File: src/uhp_pkg.sv
package uhp_pkg;
   // ----------------------------------------------------------------
   // Bus configuration codes
   // ----------------------------------------------------------------
   localparam logic [1:0] CFG_MODE16 = 2'h0;
   localparam logic [1:0] CFG_MODE8 = 2'h2;
   // ----------------------------------------------------------------
   // Reset values and timing counts
   // ----------------------------------------------------------------
   localparam logic [7:0] CLKDIV_RST = 8'h00;
   localparam int FIFO_DEPTH = 32;
   localparam int DATA_W = 16;
   localparam int INT_PULSE_NS = 100;
   localparam int CLK_PERIOD_NS = 25;
   localparam int INT_PULSE_CYC = (INT_PULSE_NS + CLK_PERIOD_NS - 1) / CLK_PERIOD_NS;
   localparam int POR_CYC = 16;
   localparam int SYNC_STAGES = 3;
   // ----------------------------------------------------------------
   // DMA engine states
   // ----------------------------------------------------------------
   typedef enum logic [2:0]
   {
      DMA_IDLE = 3'b001,
      DMA_REQ = 3'b010,
      DMA_XFER = 3'b100
   } uhp_dma_state_t;
endpackage

File: src/uhp_fifo.sv
`timescale 1ns/1ps
module uhp_fifo #(
   parameter int WIDTH = 16,
   parameter int DEPTH = 32
) (
   input wire logic core_clk,
   input wire logic rst_b,
   input wire logic flush,
   input wire logic [WIDTH-1:0] in_data,
   input wire logic in_valid,
   output logic in_ready,
   output logic [WIDTH-1:0] out_data,
   output logic out_valid,
   input wire logic out_ready,
   output logic [$clog2(DEPTH):0] level
);
   localparam int AW = $clog2(DEPTH);
   logic [WIDTH-1:0] mem_q [DEPTH];
   logic [AW-1:0] wp_q;
   logic [AW-1:0] rp_q;
   logic [AW:0] cnt_q;
   logic push;
   logic pop;

   // Handshakes are combinational from the fill count.
   assign in_ready = (cnt_q != DEPTH[AW:0]);
   assign out_valid = (cnt_q != '0);
   assign push = in_valid && in_ready;
   assign pop = out_valid && out_ready;
   assign out_data = mem_q[rp_q];
   assign level = cnt_q;

   // Storage array needs no reset; only pointers and count carry state.
   always_ff @(posedge core_clk)
   begin
      if (push)
      begin
         mem_q[wp_q] <= in_data;
      end
   end

   // Pointers and count, flushed when a transfer is aborted.
   always_ff @(posedge core_clk or negedge rst_b)
   begin
      if (!rst_b)
      begin
         wp_q <= '0;
         rp_q <= '0;
         cnt_q <= '0;
      end
      else if (flush)
      begin
         wp_q <= '0;
         rp_q <= '0;
         cnt_q <= '0;
      end
      else
      begin
         if (push)
         begin
            wp_q <= (wp_q == AW'(DEPTH - 1)) ? '0 : wp_q + 1'b1;
         end
         if (pop)
         begin
            rp_q <= (rp_q == AW'(DEPTH - 1)) ? '0 : rp_q + 1'b1;
         end
         cnt_q <= cnt_q + (AW + 1)'(push) - (AW + 1)'(pop);
      end
   end
endmodule

File: src/uhp_host_port.sv
`timescale 1ns/1ps
// How it works
// - Request output asserted when DMA data pending.
// - Interrupt: selectable level, selectable level/pulse.
// - ALE falling edge latches command/data select.
// - Muxed line carries data bit zero.
// - Separate select: high command, low data.
// - Async low reset plus internal power-on.
// - Reads drive sixteen bits in mode 0, low eight only in mode 2; in muxed mode bit zero goes out on line 0 instead.
// - Two select pins choose bus configuration.
// - Clock output toggles every programmed value plus one cycles.
// - Mode 0 sixteen-bit, mode 2 eight-bit.
// - Memory-like port with one address line.
module uhp_host_port #(
   parameter int WIDTH = 16,
   parameter int DEPTH = 32
) (
   input wire logic core_clk,
   input wire logic rst_b,
   input wire logic cs_b,
   input wire logic rd_b,
   input wire logic wr_b,
   input wire logic ale,
   input wire logic cmd_data_select,
   input wire logic muxed_mode,
   input wire logic [15:0] data_in,
   output logic [15:0] data_out,
   output logic [15:0] data_oe,
   input wire logic muxed_addr_data_line0_in,
   output logic muxed_addr_data_line0_out,
   output logic muxed_addr_data_line0_oe,
   input wire logic bus_cfg_sel_lo,
   input wire logic bus_cfg_sel_hi,
   output logic [1:0] bus_cfg,
   output logic bus_cfg_reserved,
   output logic cmd_wr_pulse,
   output logic [15:0] cmd_wr_data,
   output logic cmd_rd_pulse,
   input wire logic [15:0] cmd_rd_data,
   output logic [15:0] rx_data,
   output logic rx_valid,
   input wire logic rx_ready,
   input wire logic [15:0] tx_data,
   input wire logic tx_valid,
   output logic tx_ready,
   input wire logic dma_enable,
   input wire logic dma_req_pol,
   input wire logic dma_grant_pol,
   input wire logic dma_finish_pol,
   output logic dma_request_out,
   input wire logic dma_grant_in,
   input wire logic dma_finish_force_in,
   output logic dma_done,
   input wire logic int_event,
   input wire logic int_active_high,
   input wire logic int_pulse_mode,
   input wire logic int_clear,
   output logic int_out,
   input wire logic [7:0] clk_div,
   output logic prog_clock_output
);
   // ----------------------------------------------------------------
   // Reset: pin reset plus internal power-on stretch
   // ----------------------------------------------------------------
   logic [4:0] por_cnt_q;
   logic live;

   // The internal reset holds the bus strobes, bus drivers and DMA start idle for a short count after release.
   always_ff @(posedge core_clk or negedge rst_b)
   begin
      if (!rst_b)
      begin
         por_cnt_q <= '0;
      end
      else if (por_cnt_q != 5'(uhp_pkg::POR_CYC))
      begin
         por_cnt_q <= por_cnt_q + 5'h01;
      end
   end
   assign live = (por_cnt_q == 5'(uhp_pkg::POR_CYC));

   // ----------------------------------------------------------------
   // Pin synchronisers
   // ----------------------------------------------------------------
   logic [9:0] ctl_s;
   logic [15:0] d_s;
   logic line0_s;
   uhp_sync #(.WIDTH(10)) u_sync_ctl (
      .core_clk(core_clk),
      .rst_b(rst_b),
      .pin_in({~cs_b, ~rd_b, ~wr_b, ale, cmd_data_select, dma_grant_in,
               dma_finish_force_in, bus_cfg_sel_lo, bus_cfg_sel_hi, int_clear}),
      .pin_out(ctl_s)
   );
   uhp_sync #(.WIDTH(17)) u_sync_dat (
      .core_clk(core_clk),
      .rst_b(rst_b),
      .pin_in({muxed_addr_data_line0_in, data_in}),
      .pin_out({line0_s, d_s})
   );
   logic cs_s, rd_s, wr_s, ale_s, sel_s, grant_s, fin_s;
   assign {cs_s, rd_s, wr_s, ale_s, sel_s, grant_s, fin_s} = ctl_s[9:3];

   // ----------------------------------------------------------------
   // Bus configuration
   // ----------------------------------------------------------------
   // Configuration straps are sampled continuously after sync.
   assign bus_cfg = {ctl_s[1], ctl_s[2]};
   assign bus_cfg_reserved = bus_cfg[0];
   logic narrow;
   assign narrow = (bus_cfg == uhp_pkg::CFG_MODE8);

   // ----------------------------------------------------------------
   // Address phase
   // ----------------------------------------------------------------
   logic ale_d_q;
   logic addr_q;
   logic rd_d_q;
   logic wr_d_q;
   always_ff @(posedge core_clk or negedge rst_b)
   begin
      if (!rst_b)
      begin
         ale_d_q <= 1'b0;
         rd_d_q <= 1'b0;
         wr_d_q <= 1'b0;
         addr_q <= 1'b0;
      end
      else
      begin
         ale_d_q <= ale_s;
         rd_d_q <= rd_s & cs_s;
         wr_d_q <= wr_s & cs_s;
         if (muxed_mode && ale_d_q && !ale_s)
         begin
            addr_q <= line0_s;
         end
      end
   end
   // Muxed mode uses the latched bit, separate mode the live select pin.
   logic is_cmd;
   assign is_cmd = muxed_mode ? addr_q : sel_s;

   // ----------------------------------------------------------------
   // Strobe decode
   // ----------------------------------------------------------------
   logic rd_go, wr_go, rd_end;
   assign rd_go = live && cs_s && rd_s && !rd_d_q;
   assign rd_end = rd_d_q && !(rd_s && cs_s);
   assign wr_go = live && wr_d_q && !(wr_s && cs_s);
   logic [15:0] wdat;
   assign wdat = narrow ? {8'h00, d_s[7:1], muxed_mode ? line0_s : d_s[0]}
                        : {d_s[15:1], muxed_mode ? line0_s : d_s[0]};
   logic [15:0] wdat_q;
   always_ff @(posedge core_clk or negedge rst_b)
   begin
      if (!rst_b)
      begin
         wdat_q <= 16'h0000;
      end
      else if (wr_s && cs_s)
      begin
         wdat_q <= wdat;
      end
   end
   assign cmd_wr_pulse = wr_go && is_cmd;
   assign cmd_wr_data = wdat_q;
   assign cmd_rd_pulse = rd_go && is_cmd;

   // ----------------------------------------------------------------
   // Write FIFO and read FIFO
   // ----------------------------------------------------------------
   logic dma_state_xfer;
   logic fifo_flush;
   logic grant_act;
   logic rx_in_ready;
   uhp_fifo #(.WIDTH(WIDTH), .DEPTH(DEPTH)) u_rx_fifo (
      .core_clk(core_clk),
      .rst_b(rst_b),
      .flush(1'b0),
      .in_data(wdat_q),
      .in_valid(wr_go && !is_cmd),
      .in_ready(rx_in_ready),
      .out_data(rx_data),
      .out_valid(rx_valid),
      .out_ready(rx_ready),
      .level()
   );
   logic [15:0] tx_head;
   logic tx_have;
   logic tx_pop;
   uhp_fifo #(.WIDTH(WIDTH), .DEPTH(DEPTH)) u_tx_fifo (
      .core_clk(core_clk),
      .rst_b(rst_b),
      .flush(fifo_flush),
      .in_data(tx_data),
      .in_valid(tx_valid),
      .in_ready(tx_ready),
      .out_data(tx_head),
      .out_valid(tx_have),
      .out_ready(tx_pop),
      .level()
   );
   assign tx_pop = rd_end && !is_cmd;

   // ----------------------------------------------------------------
   // Data bus drivers
   // ----------------------------------------------------------------
   logic [15:0] rdat_q;
   logic drive_q;
   always_ff @(posedge core_clk or negedge rst_b)
   begin
      if (!rst_b)
      begin
         rdat_q <= 16'h0000;
         drive_q <= 1'b0;
      end
      else
      begin
         drive_q <= live && cs_s && rd_s;
         if (rd_go)
         begin
            rdat_q <= is_cmd ? cmd_rd_data : (tx_have ? tx_head : 16'h0000);
         end
      end
   end
   assign data_out = narrow ? {8'h00, rdat_q[7:0]} : rdat_q;
   // Muxed mode hands bit zero to the shared line.
   assign data_oe = !drive_q ? 16'h0000 :
                    {{8{!narrow}}, 7'h7f, !muxed_mode};
   assign muxed_addr_data_line0_out = rdat_q[0];
   assign muxed_addr_data_line0_oe = drive_q && muxed_mode;

   // ----------------------------------------------------------------
   // DMA handshake
   // ----------------------------------------------------------------
   uhp_pkg::uhp_dma_state_t dma_q;
   logic fin_act;
   assign grant_act = (grant_s == dma_grant_pol);
   assign fin_act = (fin_s == dma_finish_pol);
   assign dma_state_xfer = (dma_q == uhp_pkg::DMA_XFER);
   assign fifo_flush = dma_state_xfer && fin_act;
   always_ff @(posedge core_clk or negedge rst_b)
   begin
      if (!rst_b)
      begin
         dma_q <= uhp_pkg::DMA_IDLE;
         dma_done <= 1'b0;
      end
      else
      begin
         dma_done <= 1'b0;
         unique case (dma_q)
            uhp_pkg::DMA_IDLE:
            begin
               if (live && dma_enable && tx_have)
               begin
                  dma_q <= uhp_pkg::DMA_REQ;
               end
            end
            uhp_pkg::DMA_REQ:
            begin
               if (grant_act)
               begin
                  dma_q <= uhp_pkg::DMA_XFER;
               end
               else if (!dma_enable)
               begin
                  dma_q <= uhp_pkg::DMA_IDLE;
               end
            end
            uhp_pkg::DMA_XFER:
            begin
               if (fin_act || !tx_have)
               begin
                  dma_q <= uhp_pkg::DMA_IDLE;
                  dma_done <= 1'b1;
               end
            end
            default:
            begin
               dma_q <= uhp_pkg::DMA_IDLE;
            end
         endcase
      end
   end
   logic req_q;
   always_ff @(posedge core_clk or negedge rst_b)
   begin
      if (!rst_b)
      begin
         req_q <= 1'b0;
      end
      else
      begin
         req_q <= (dma_q == uhp_pkg::DMA_REQ);
      end
   end
   assign dma_request_out = req_q ~^ dma_req_pol;

   // ----------------------------------------------------------------
   // Interrupt output
   // ----------------------------------------------------------------
   logic int_lvl_q;
   logic [2:0] int_cnt_q;
   always_ff @(posedge core_clk or negedge rst_b)
   begin
      if (!rst_b)
      begin
         int_lvl_q <= 1'b0;
         int_cnt_q <= 3'h0;
      end
      else
      begin
         if (int_event)
         begin
            int_lvl_q <= 1'b1;
         end
         else if (ctl_s[0])
         begin
            int_lvl_q <= 1'b0;
         end
         if (int_event)
         begin
            int_cnt_q <= 3'(uhp_pkg::INT_PULSE_CYC);
         end
         else if (int_cnt_q != 3'h0)
         begin
            int_cnt_q <= int_cnt_q - 3'h1;
         end
      end
   end
   logic int_raw;
   assign int_raw = int_pulse_mode ? (int_cnt_q != 3'h0) : int_lvl_q;
   assign int_out = int_raw ~^ int_active_high;

   // ----------------------------------------------------------------
   // Programmable clock output
   // ----------------------------------------------------------------
   logic [7:0] div_q;
   logic pclk_q;
   // Toggles every clk_div+1 cycles.
   always_ff @(posedge core_clk or negedge rst_b)
   begin
      if (!rst_b)
      begin
         div_q <= uhp_pkg::CLKDIV_RST;
         pclk_q <= 1'b0;
      end
      else if (div_q >= clk_div)
      begin
         div_q <= 8'h00;
         pclk_q <= ~pclk_q;
      end
      else
      begin
         div_q <= div_q + 8'h01;
      end
   end
   assign prog_clock_output = pclk_q;

   // ----------------------------------------------------------------
   // Checks
   // ----------------------------------------------------------------
   a_req_polarity: assert property (@(posedge core_clk) disable iff (!rst_b)
      (dma_q == uhp_pkg::DMA_REQ) |=> (dma_request_out == dma_req_pol))
      else $error("request level wrong");
   a_finish_ends: assert property (@(posedge core_clk) disable iff (!rst_b)
      (dma_state_xfer && fin_act) |=> (dma_q == uhp_pkg::DMA_IDLE) && dma_done)
      else $error("finish did not end transfer");
   a_grant_start: assert property (@(posedge core_clk) disable iff (!rst_b)
      (dma_q == uhp_pkg::DMA_REQ && grant_act) |=> dma_state_xfer)
      else $error("grant ignored");
   a_int_pulse_len: assert property (@(posedge core_clk) disable iff (!rst_b)
      (int_event && int_pulse_mode && !int_active_high) ##1 !int_event [*5] |->
      int_out == 1'b1)
      else $error("pulse too long");
   a_ale_latch: assert property (@(posedge core_clk) disable iff (!rst_b)
      (muxed_mode && ale_d_q && !ale_s) |=> addr_q == $past(line0_s))
      else $error("address not latched");
   a_bus_release: assert property (@(posedge core_clk) disable iff (!rst_b)
      !(cs_s && rd_s) |=> data_oe == 16'h0000 && !muxed_addr_data_line0_oe)
      else $error("bus driven without read");
   a_cs_gate: assert property (@(posedge core_clk) disable iff (!rst_b)
      !cs_s |-> !cmd_rd_pulse && !rd_go)
      else $error("access without select");
   a_sep_select: assert property (@(posedge core_clk) disable iff (!rst_b)
      !muxed_mode |-> is_cmd == sel_s)
      else $error("select not followed");
endmodule

File: src/uhp_sync.sv
`timescale 1ns/1ps
module uhp_sync #(
   parameter int WIDTH = 1
) (
   input wire logic core_clk,
   input wire logic rst_b,
   input wire logic [WIDTH-1:0] pin_in,
   output logic [WIDTH-1:0] pin_out
);
   logic [WIDTH-1:0] s1_q;
   logic [WIDTH-1:0] s2_q;
   logic [WIDTH-1:0] s3_q;

   // Three stages; the output moves only when stages two and three agree.
   always_ff @(posedge core_clk or negedge rst_b)
   begin
      if (!rst_b)
      begin
         s1_q <= '0;
         s2_q <= '0;
         s3_q <= '0;
         pin_out <= '0;
      end
      else
      begin
         s1_q <= pin_in;
         s2_q <= s1_q;
         s3_q <= s2_q;
         for (int i = 0; i < WIDTH; i++)
         begin
            if (s2_q[i] == s3_q[i])
            begin
               pin_out[i] <= s3_q[i];
            end
         end
      end
   end
endmodule
File: config.mk
export PLATFORM = sky130hd
export DESIGN_NAME = uhp_host_port
export DESIGN_NICKNAME = d
export VERILOG_FILES = /design/src/uhp_pkg.sv /design/src/uhp_fifo.sv /design/src/uhp_host_port.sv /design/src/uhp_sync.sv
export SDC_FILE = /design/constraint.sdc
export NUM_CORES = 1
export LEC_CHECK = 0
export BUFFER_PORTS_ARGS = -buffer_cell sky130_fd_sc_hd__buf_2
export CORE_MARGIN = 2
export CORE_UTILIZATION = 36
export CTS_CLUSTER_DIAMETER = 60
export DETAILED_ROUTE_END_ITERATION = 7
export GPL_TIMING_DRIVEN = 0
export PLACE_DENSITY = 0.56
export SLEW_MARGIN = 20
export SYNTH_ARGS = -nofsm -noshare
export SYNTH_HDL_FRONTEND = slang
export SYNTH_SLANG_ARGS = --single-unit
export TNS_END_PERCENT = 20
File: constraint.sdc
create_clock -name core_clk -period 9.6 [get_ports core_clk]
set_clock_uncertainty 0.2 [all_clocks]
set_input_delay 0.96 -clock core_clk [delete_from_list [all_inputs] [get_ports core_clk]]
set_output_delay 0.96 -clock core_clk [all_outputs]
set_load 0.02 [all_outputs]
==> reports/results.txt <==
The detail route stage leaves a number of antenna-violating nets equal to 0. Cells fill 42.8% of the core in the end. In the routed layout, each cell is associated on average with a via count of 5.19.

For this design, the sink count on the clock tree is 1224. The starting utilization of the core area came out at 36.3%. Sequential cells burn 42.1% of the power.

After routing, the total negative slack on setup checks comes to 0 ps. In this run the cell area of the synthesized design comes to 47100 sq um. The biggest area contributor in the post-synthesis netlist is sky130_fd_sc_hd__edfxtp_1. STA classifies the critical path endpoint as an output pin. The cell internal power dissipation was 10.9 mW.

On the worst path, the slowest cell contributes a delay of 700 ps. The logs give 8440 ps for the data required time at the worst endpoint and 156 for the total I/O pin count. For this design the total switching power over the nets is 4.80 mW. sky130_fd_sc_hd__edfxtp_1 is the most common cell in the netlist.

The critical path start-end classification was flop to output pin. CTS clock-pin slew for the worst setup and hold paths: 60 ps. Area share of xor/xnor cells in the synthesized design: 0.446%.

The total number of yosys warnings was 0; the count of flip-flops with a built-in enable after synthesis was 1024. The floorplan step set the die width to 366 um. The flip-flop cell with the highest count after synthesis is sky130_fd_sc_hd__edfxtp_1. At the later pin of the worst-skew pair, clock insertion delay measures 750 ps. The area growth from synthesis to layout is 17.8%. The ratio of total power to cell area works out to 282 nW/um^2.

TritonCTS created 132 clock buffers. Final hold violation count: 0. Setup violations remaining at the end of the flow were counted as 0. The transition time at the pin with the least slew margin came out at 1150 ps. The number of nets in the synthesized netlist is 2393. The tools report the headroom to the max-slew limit as 23.6%. The number of core rows came out at 132.

Type of origin of the critical path: a flop. For this run, design rule violations remaining after detail routing come to 0. The synthesized area per cell came out at 20.8 sq um. The smallest clock period supported by the final layout is computed as 5230 ps.

The final cycle utilization of the critical path is 54.5%. The largest driver fanout on the critical path was 10. In the final layout, the share of cells above drive strength 1 is 32.6%.

The total overflow reported by the global router was 0. Setup repair after global routing left no endpoint under its margin. For this run, the detailed router's first-pass iteration total came to 5.

The worst vdd rail ir drop was 197 uV. The sequential cells in the finished layout cover a total of 35800 sq um. The slowest stage of the critical path is the sky130_fd_sc_hd__clkbuf_1 cell.

The run gives 18.7 nW as the cell leakage power. The die is 366 um tall. Across all register-to-register paths, the minimum setup slack is 5470 ps. The final routed wire length divided by cell count came out at 25.8 um. For this block, the routed nets add up to 115 mm of wire. The final number of max-transition violations was 0; the combined global-route utilization of all metal layers was 17.3%.

The synthesized netlist devotes 1.91% of its cell area to compound gates. The endpoint arrival time on the critical path is 4070 ps. The switching share of power was 30.7%. The cell at the root of the clock tree was sky130_fd_sc_hd__clkbuf_16. The fraction of the yosys area taken by sequential cells is 75.9%.

The number of antenna violations at the first check in global routing is 9, and the filler cell count in the final layout is 11200. The logs give 24000 for the via count of the first global-routing pass and 60 for the unique cell type count in the Yosys netlist. The mux cell area share after synthesis works out to 15.0%. The port buffer count was 155; the via count of the routed design was 23200. By count the netlist is led by 1024 x sky130_fd_sc_hd__edfxtp_1, 289 x sky130_fd_sc_hd__mux4_2, 199 x sky130_fd_sc_hd__dfrtp_1. TritonCTS built the clock tree. Of the total power, combinational logic draws 25.9%. The first global-routing pass estimated 167 mm of wire. Worst min-delay path class: input pin to flop.

Number of H-tree levels: 4. The clock network is responsible for 31.9% of the overall power. The critical path goes through clkbuf_1 > clkbuf_1 > mux4_2 > mux4_2 > mux2_2 > buf_2.

The synthesized design devotes to its leading area cell type 65.3% of total area. The count of routing violations after the opening detailed-route iteration came out at 2825. Combinational family with the most area after synthesis: multiplexers.

Yosys attributes the largest share of cell area to sky130_fd_sc_hd__edfxtp_1 65%, sky130_fd_sc_hd__mux4_2 14%, sky130_fd_sc_hd__dfrtp_1 11%. The run finished with clean final reports. The number of flip-flops and latches in the synthesized netlist came out at 1224.

Counting along the longest clock path gives a buffer depth of 3. Entering global routing, the biggest net connects 102 pins. Of the total synthesized cell area, the portion taken by full adders, half adders and majority gates is 1.85%.

The gate count of the mapped netlist is 2267. Detailed placement ended at an HPWL of 79.8 mm. In the synthesized netlist the async set-or-reset flop fraction comes to 16.3%. Routability congestion estimate from global placement: 0.888. For this run, the top clock speed supported by timing is 0.191 GHz.

The die covers 134000 sq um. The run gives 0 as the total of max-cap violations. For this run, the post-layout net count is 2750.

The fraction of the mapped netlist area in simple logic gates is 3.05%, and the area inside the core boundary is 130000 sq um. The run gives 10700 sq um as the area of the multi-input gates.
-- worst paths after layout --
path	endpoint	from	cells after the start
worst max-delay path	rx_data[11]	u_rx_fifo.rp_q[1]	6
worst min-delay path	u_sync_dat.s1_q[13]	data_in[13]	1
worst max register to register	rdat_q[13]	u_tx_fifo.rp_q[1]	7
worst min register to register	u_sync_ctl.s2_q[6]	u_sync_ctl.s1_q[6]	0
max in group asynchronous	dma_q[0]	rst_b	4
min in group asynchronous	u_rx_fifo.rp_q[1]	rst_b	2
-- worst max-delay path, delay by kind of cell (launching register included) --
family                 cells  cell delay, ps
buffers and inverters      3            1530
multiplexers               3            1320
flip-flops                 1             460
-- timing repair --
item,CTS,global route
gates resized for setup,0,0
setup buffers,0,0
endpoints found under the hold margin,11,0
hold buffers,1,0
-- sequential cells by signal, summed over array words and instances (netlist names), 6 cells and up --
| signal | cells |
|---|---|
| u_sync_ctl.pin_out | 10 |
| u_rx_fifo.level | 6 |
| u_tx_fifo.mem_q | 512 |
| u_sync_dat.s3_q | 17 |
| u_sync_dat.pin_out | 17 |
| div_q | 8 |
| u_sync_dat.s1_q | 17 |
| cmd_wr_data | 16 |
| rdat_q | 16 |
| u_rx_fifo.mem_q | 512 |
| u_sync_ctl.s2_q | 10 |
| u_sync_ctl.s1_q | 10 |
| u_sync_dat.s2_q | 17 |
| u_tx_fifo.level | 6 |
| u_sync_ctl.s3_q | 10 |
-- logic make-up after synthesis --
family,after synthesis
and+or+nand+nor,301
buffers and inverters,172
AOI/OAI and AO/OA,130
xor gates and xnor gates,24
adders and majority gates,74
DFF,1224
muxes,342
-- layout make-up --
type | count | area share, %
antenna | 3 | 0.0135
buffer | 125 | 1.23
clock buffer | 178 | 6.43
clock inverter | 62 | 1.31
inverter | 47 | 0.318
multi-input combinational | 871 | 19.2
sequential | 1224 | 64.5
tap | 1742 | 3.93
timing repair buffer | 223 | 3.09
-- power groups by stage --
stage	clock network [mW]	logic, mW	registers [mW]
global placement	0	3.94	6.69
detailed placement	0	4.07	6.72
global route	5.32	4.32	6.65
floorplan	0	2.60	6.56
CTS	5.12	4.09	6.61
finish	5.01	4.07	6.61
-- routing by layer --
metal,track usage [%],wire length (um),up-vias
li1,-,-,9885
met3,4.26,8740,190
met1,22.8,47500,12300
met2,27.9,55700,824
met5,0,27,-
met4,5.98,3410,4
-- placed cells by master (no fill, tap or decap), types with 11 or more instances in the layout --
master and instances:
sky130_fd_sc_hd__mux4_2 289, sky130_fd_sc_hd__clkinv_2 26, sky130_fd_sc_hd__nand3_1 42, sky130_fd_sc_hd__o211ai_1 12
sky130_fd_sc_hd__xnor2_1 13, sky130_fd_sc_hd__dfrtp_1 184, sky130_fd_sc_hd__a21oi_1 29, sky130_fd_sc_hd__mux2_2 32
sky130_fd_sc_hd__inv_1 45, sky130_fd_sc_hd__nor2_1 40, sky130_fd_sc_hd__clkbuf_16 133, sky130_fd_sc_hd__buf_1 15
sky130_fd_sc_hd__xor2_1 11, sky130_fd_sc_hd__nor2_2 64, sky130_fd_sc_hd__ha_1 45, sky130_fd_sc_hd__clkbuf_1 84
sky130_fd_sc_hd__buf_4 36, sky130_fd_sc_hd__a22oi_1 26, sky130_fd_sc_hd__nand2_1 79, sky130_fd_sc_hd__buf_2 175
sky130_fd_sc_hd__dfrtp_2 15, sky130_fd_sc_hd__edfxtp_1 1024, sky130_fd_sc_hd__buf_8 32, sky130_fd_sc_hd__o21ai_0 14
sky130_fd_sc_hd__nor2b_1 16, sky130_fd_sc_hd__buf_6 40, sky130_fd_sc_hd__mux2i_1 21, sky130_fd_sc_hd__maj3_1 27
-- metrics by stage --
step | instance area [sq um] | setup slack, ps | total power, mW | instances | hold slack [ps]
6_report | 55500 | 4370 | 15.7 | 4475 | 115
5_1_grt | 55500 | 4270 | 16.3 | 4472 | 72.2
4_1_cts | 55500 | 4310 | 15.8 | 4472 | 56.6
3_5_place_dp | 51200 | 4690 | 10.8 | 4231 | 135
3_3_place_gp | 50100 | 3770 | 10.6 | 4164 | 132
2_1_floorplan | 47100 | 6190 | 9.16 | 2267 | 131
Note: power is estimated with default switching activity, not from simulation.
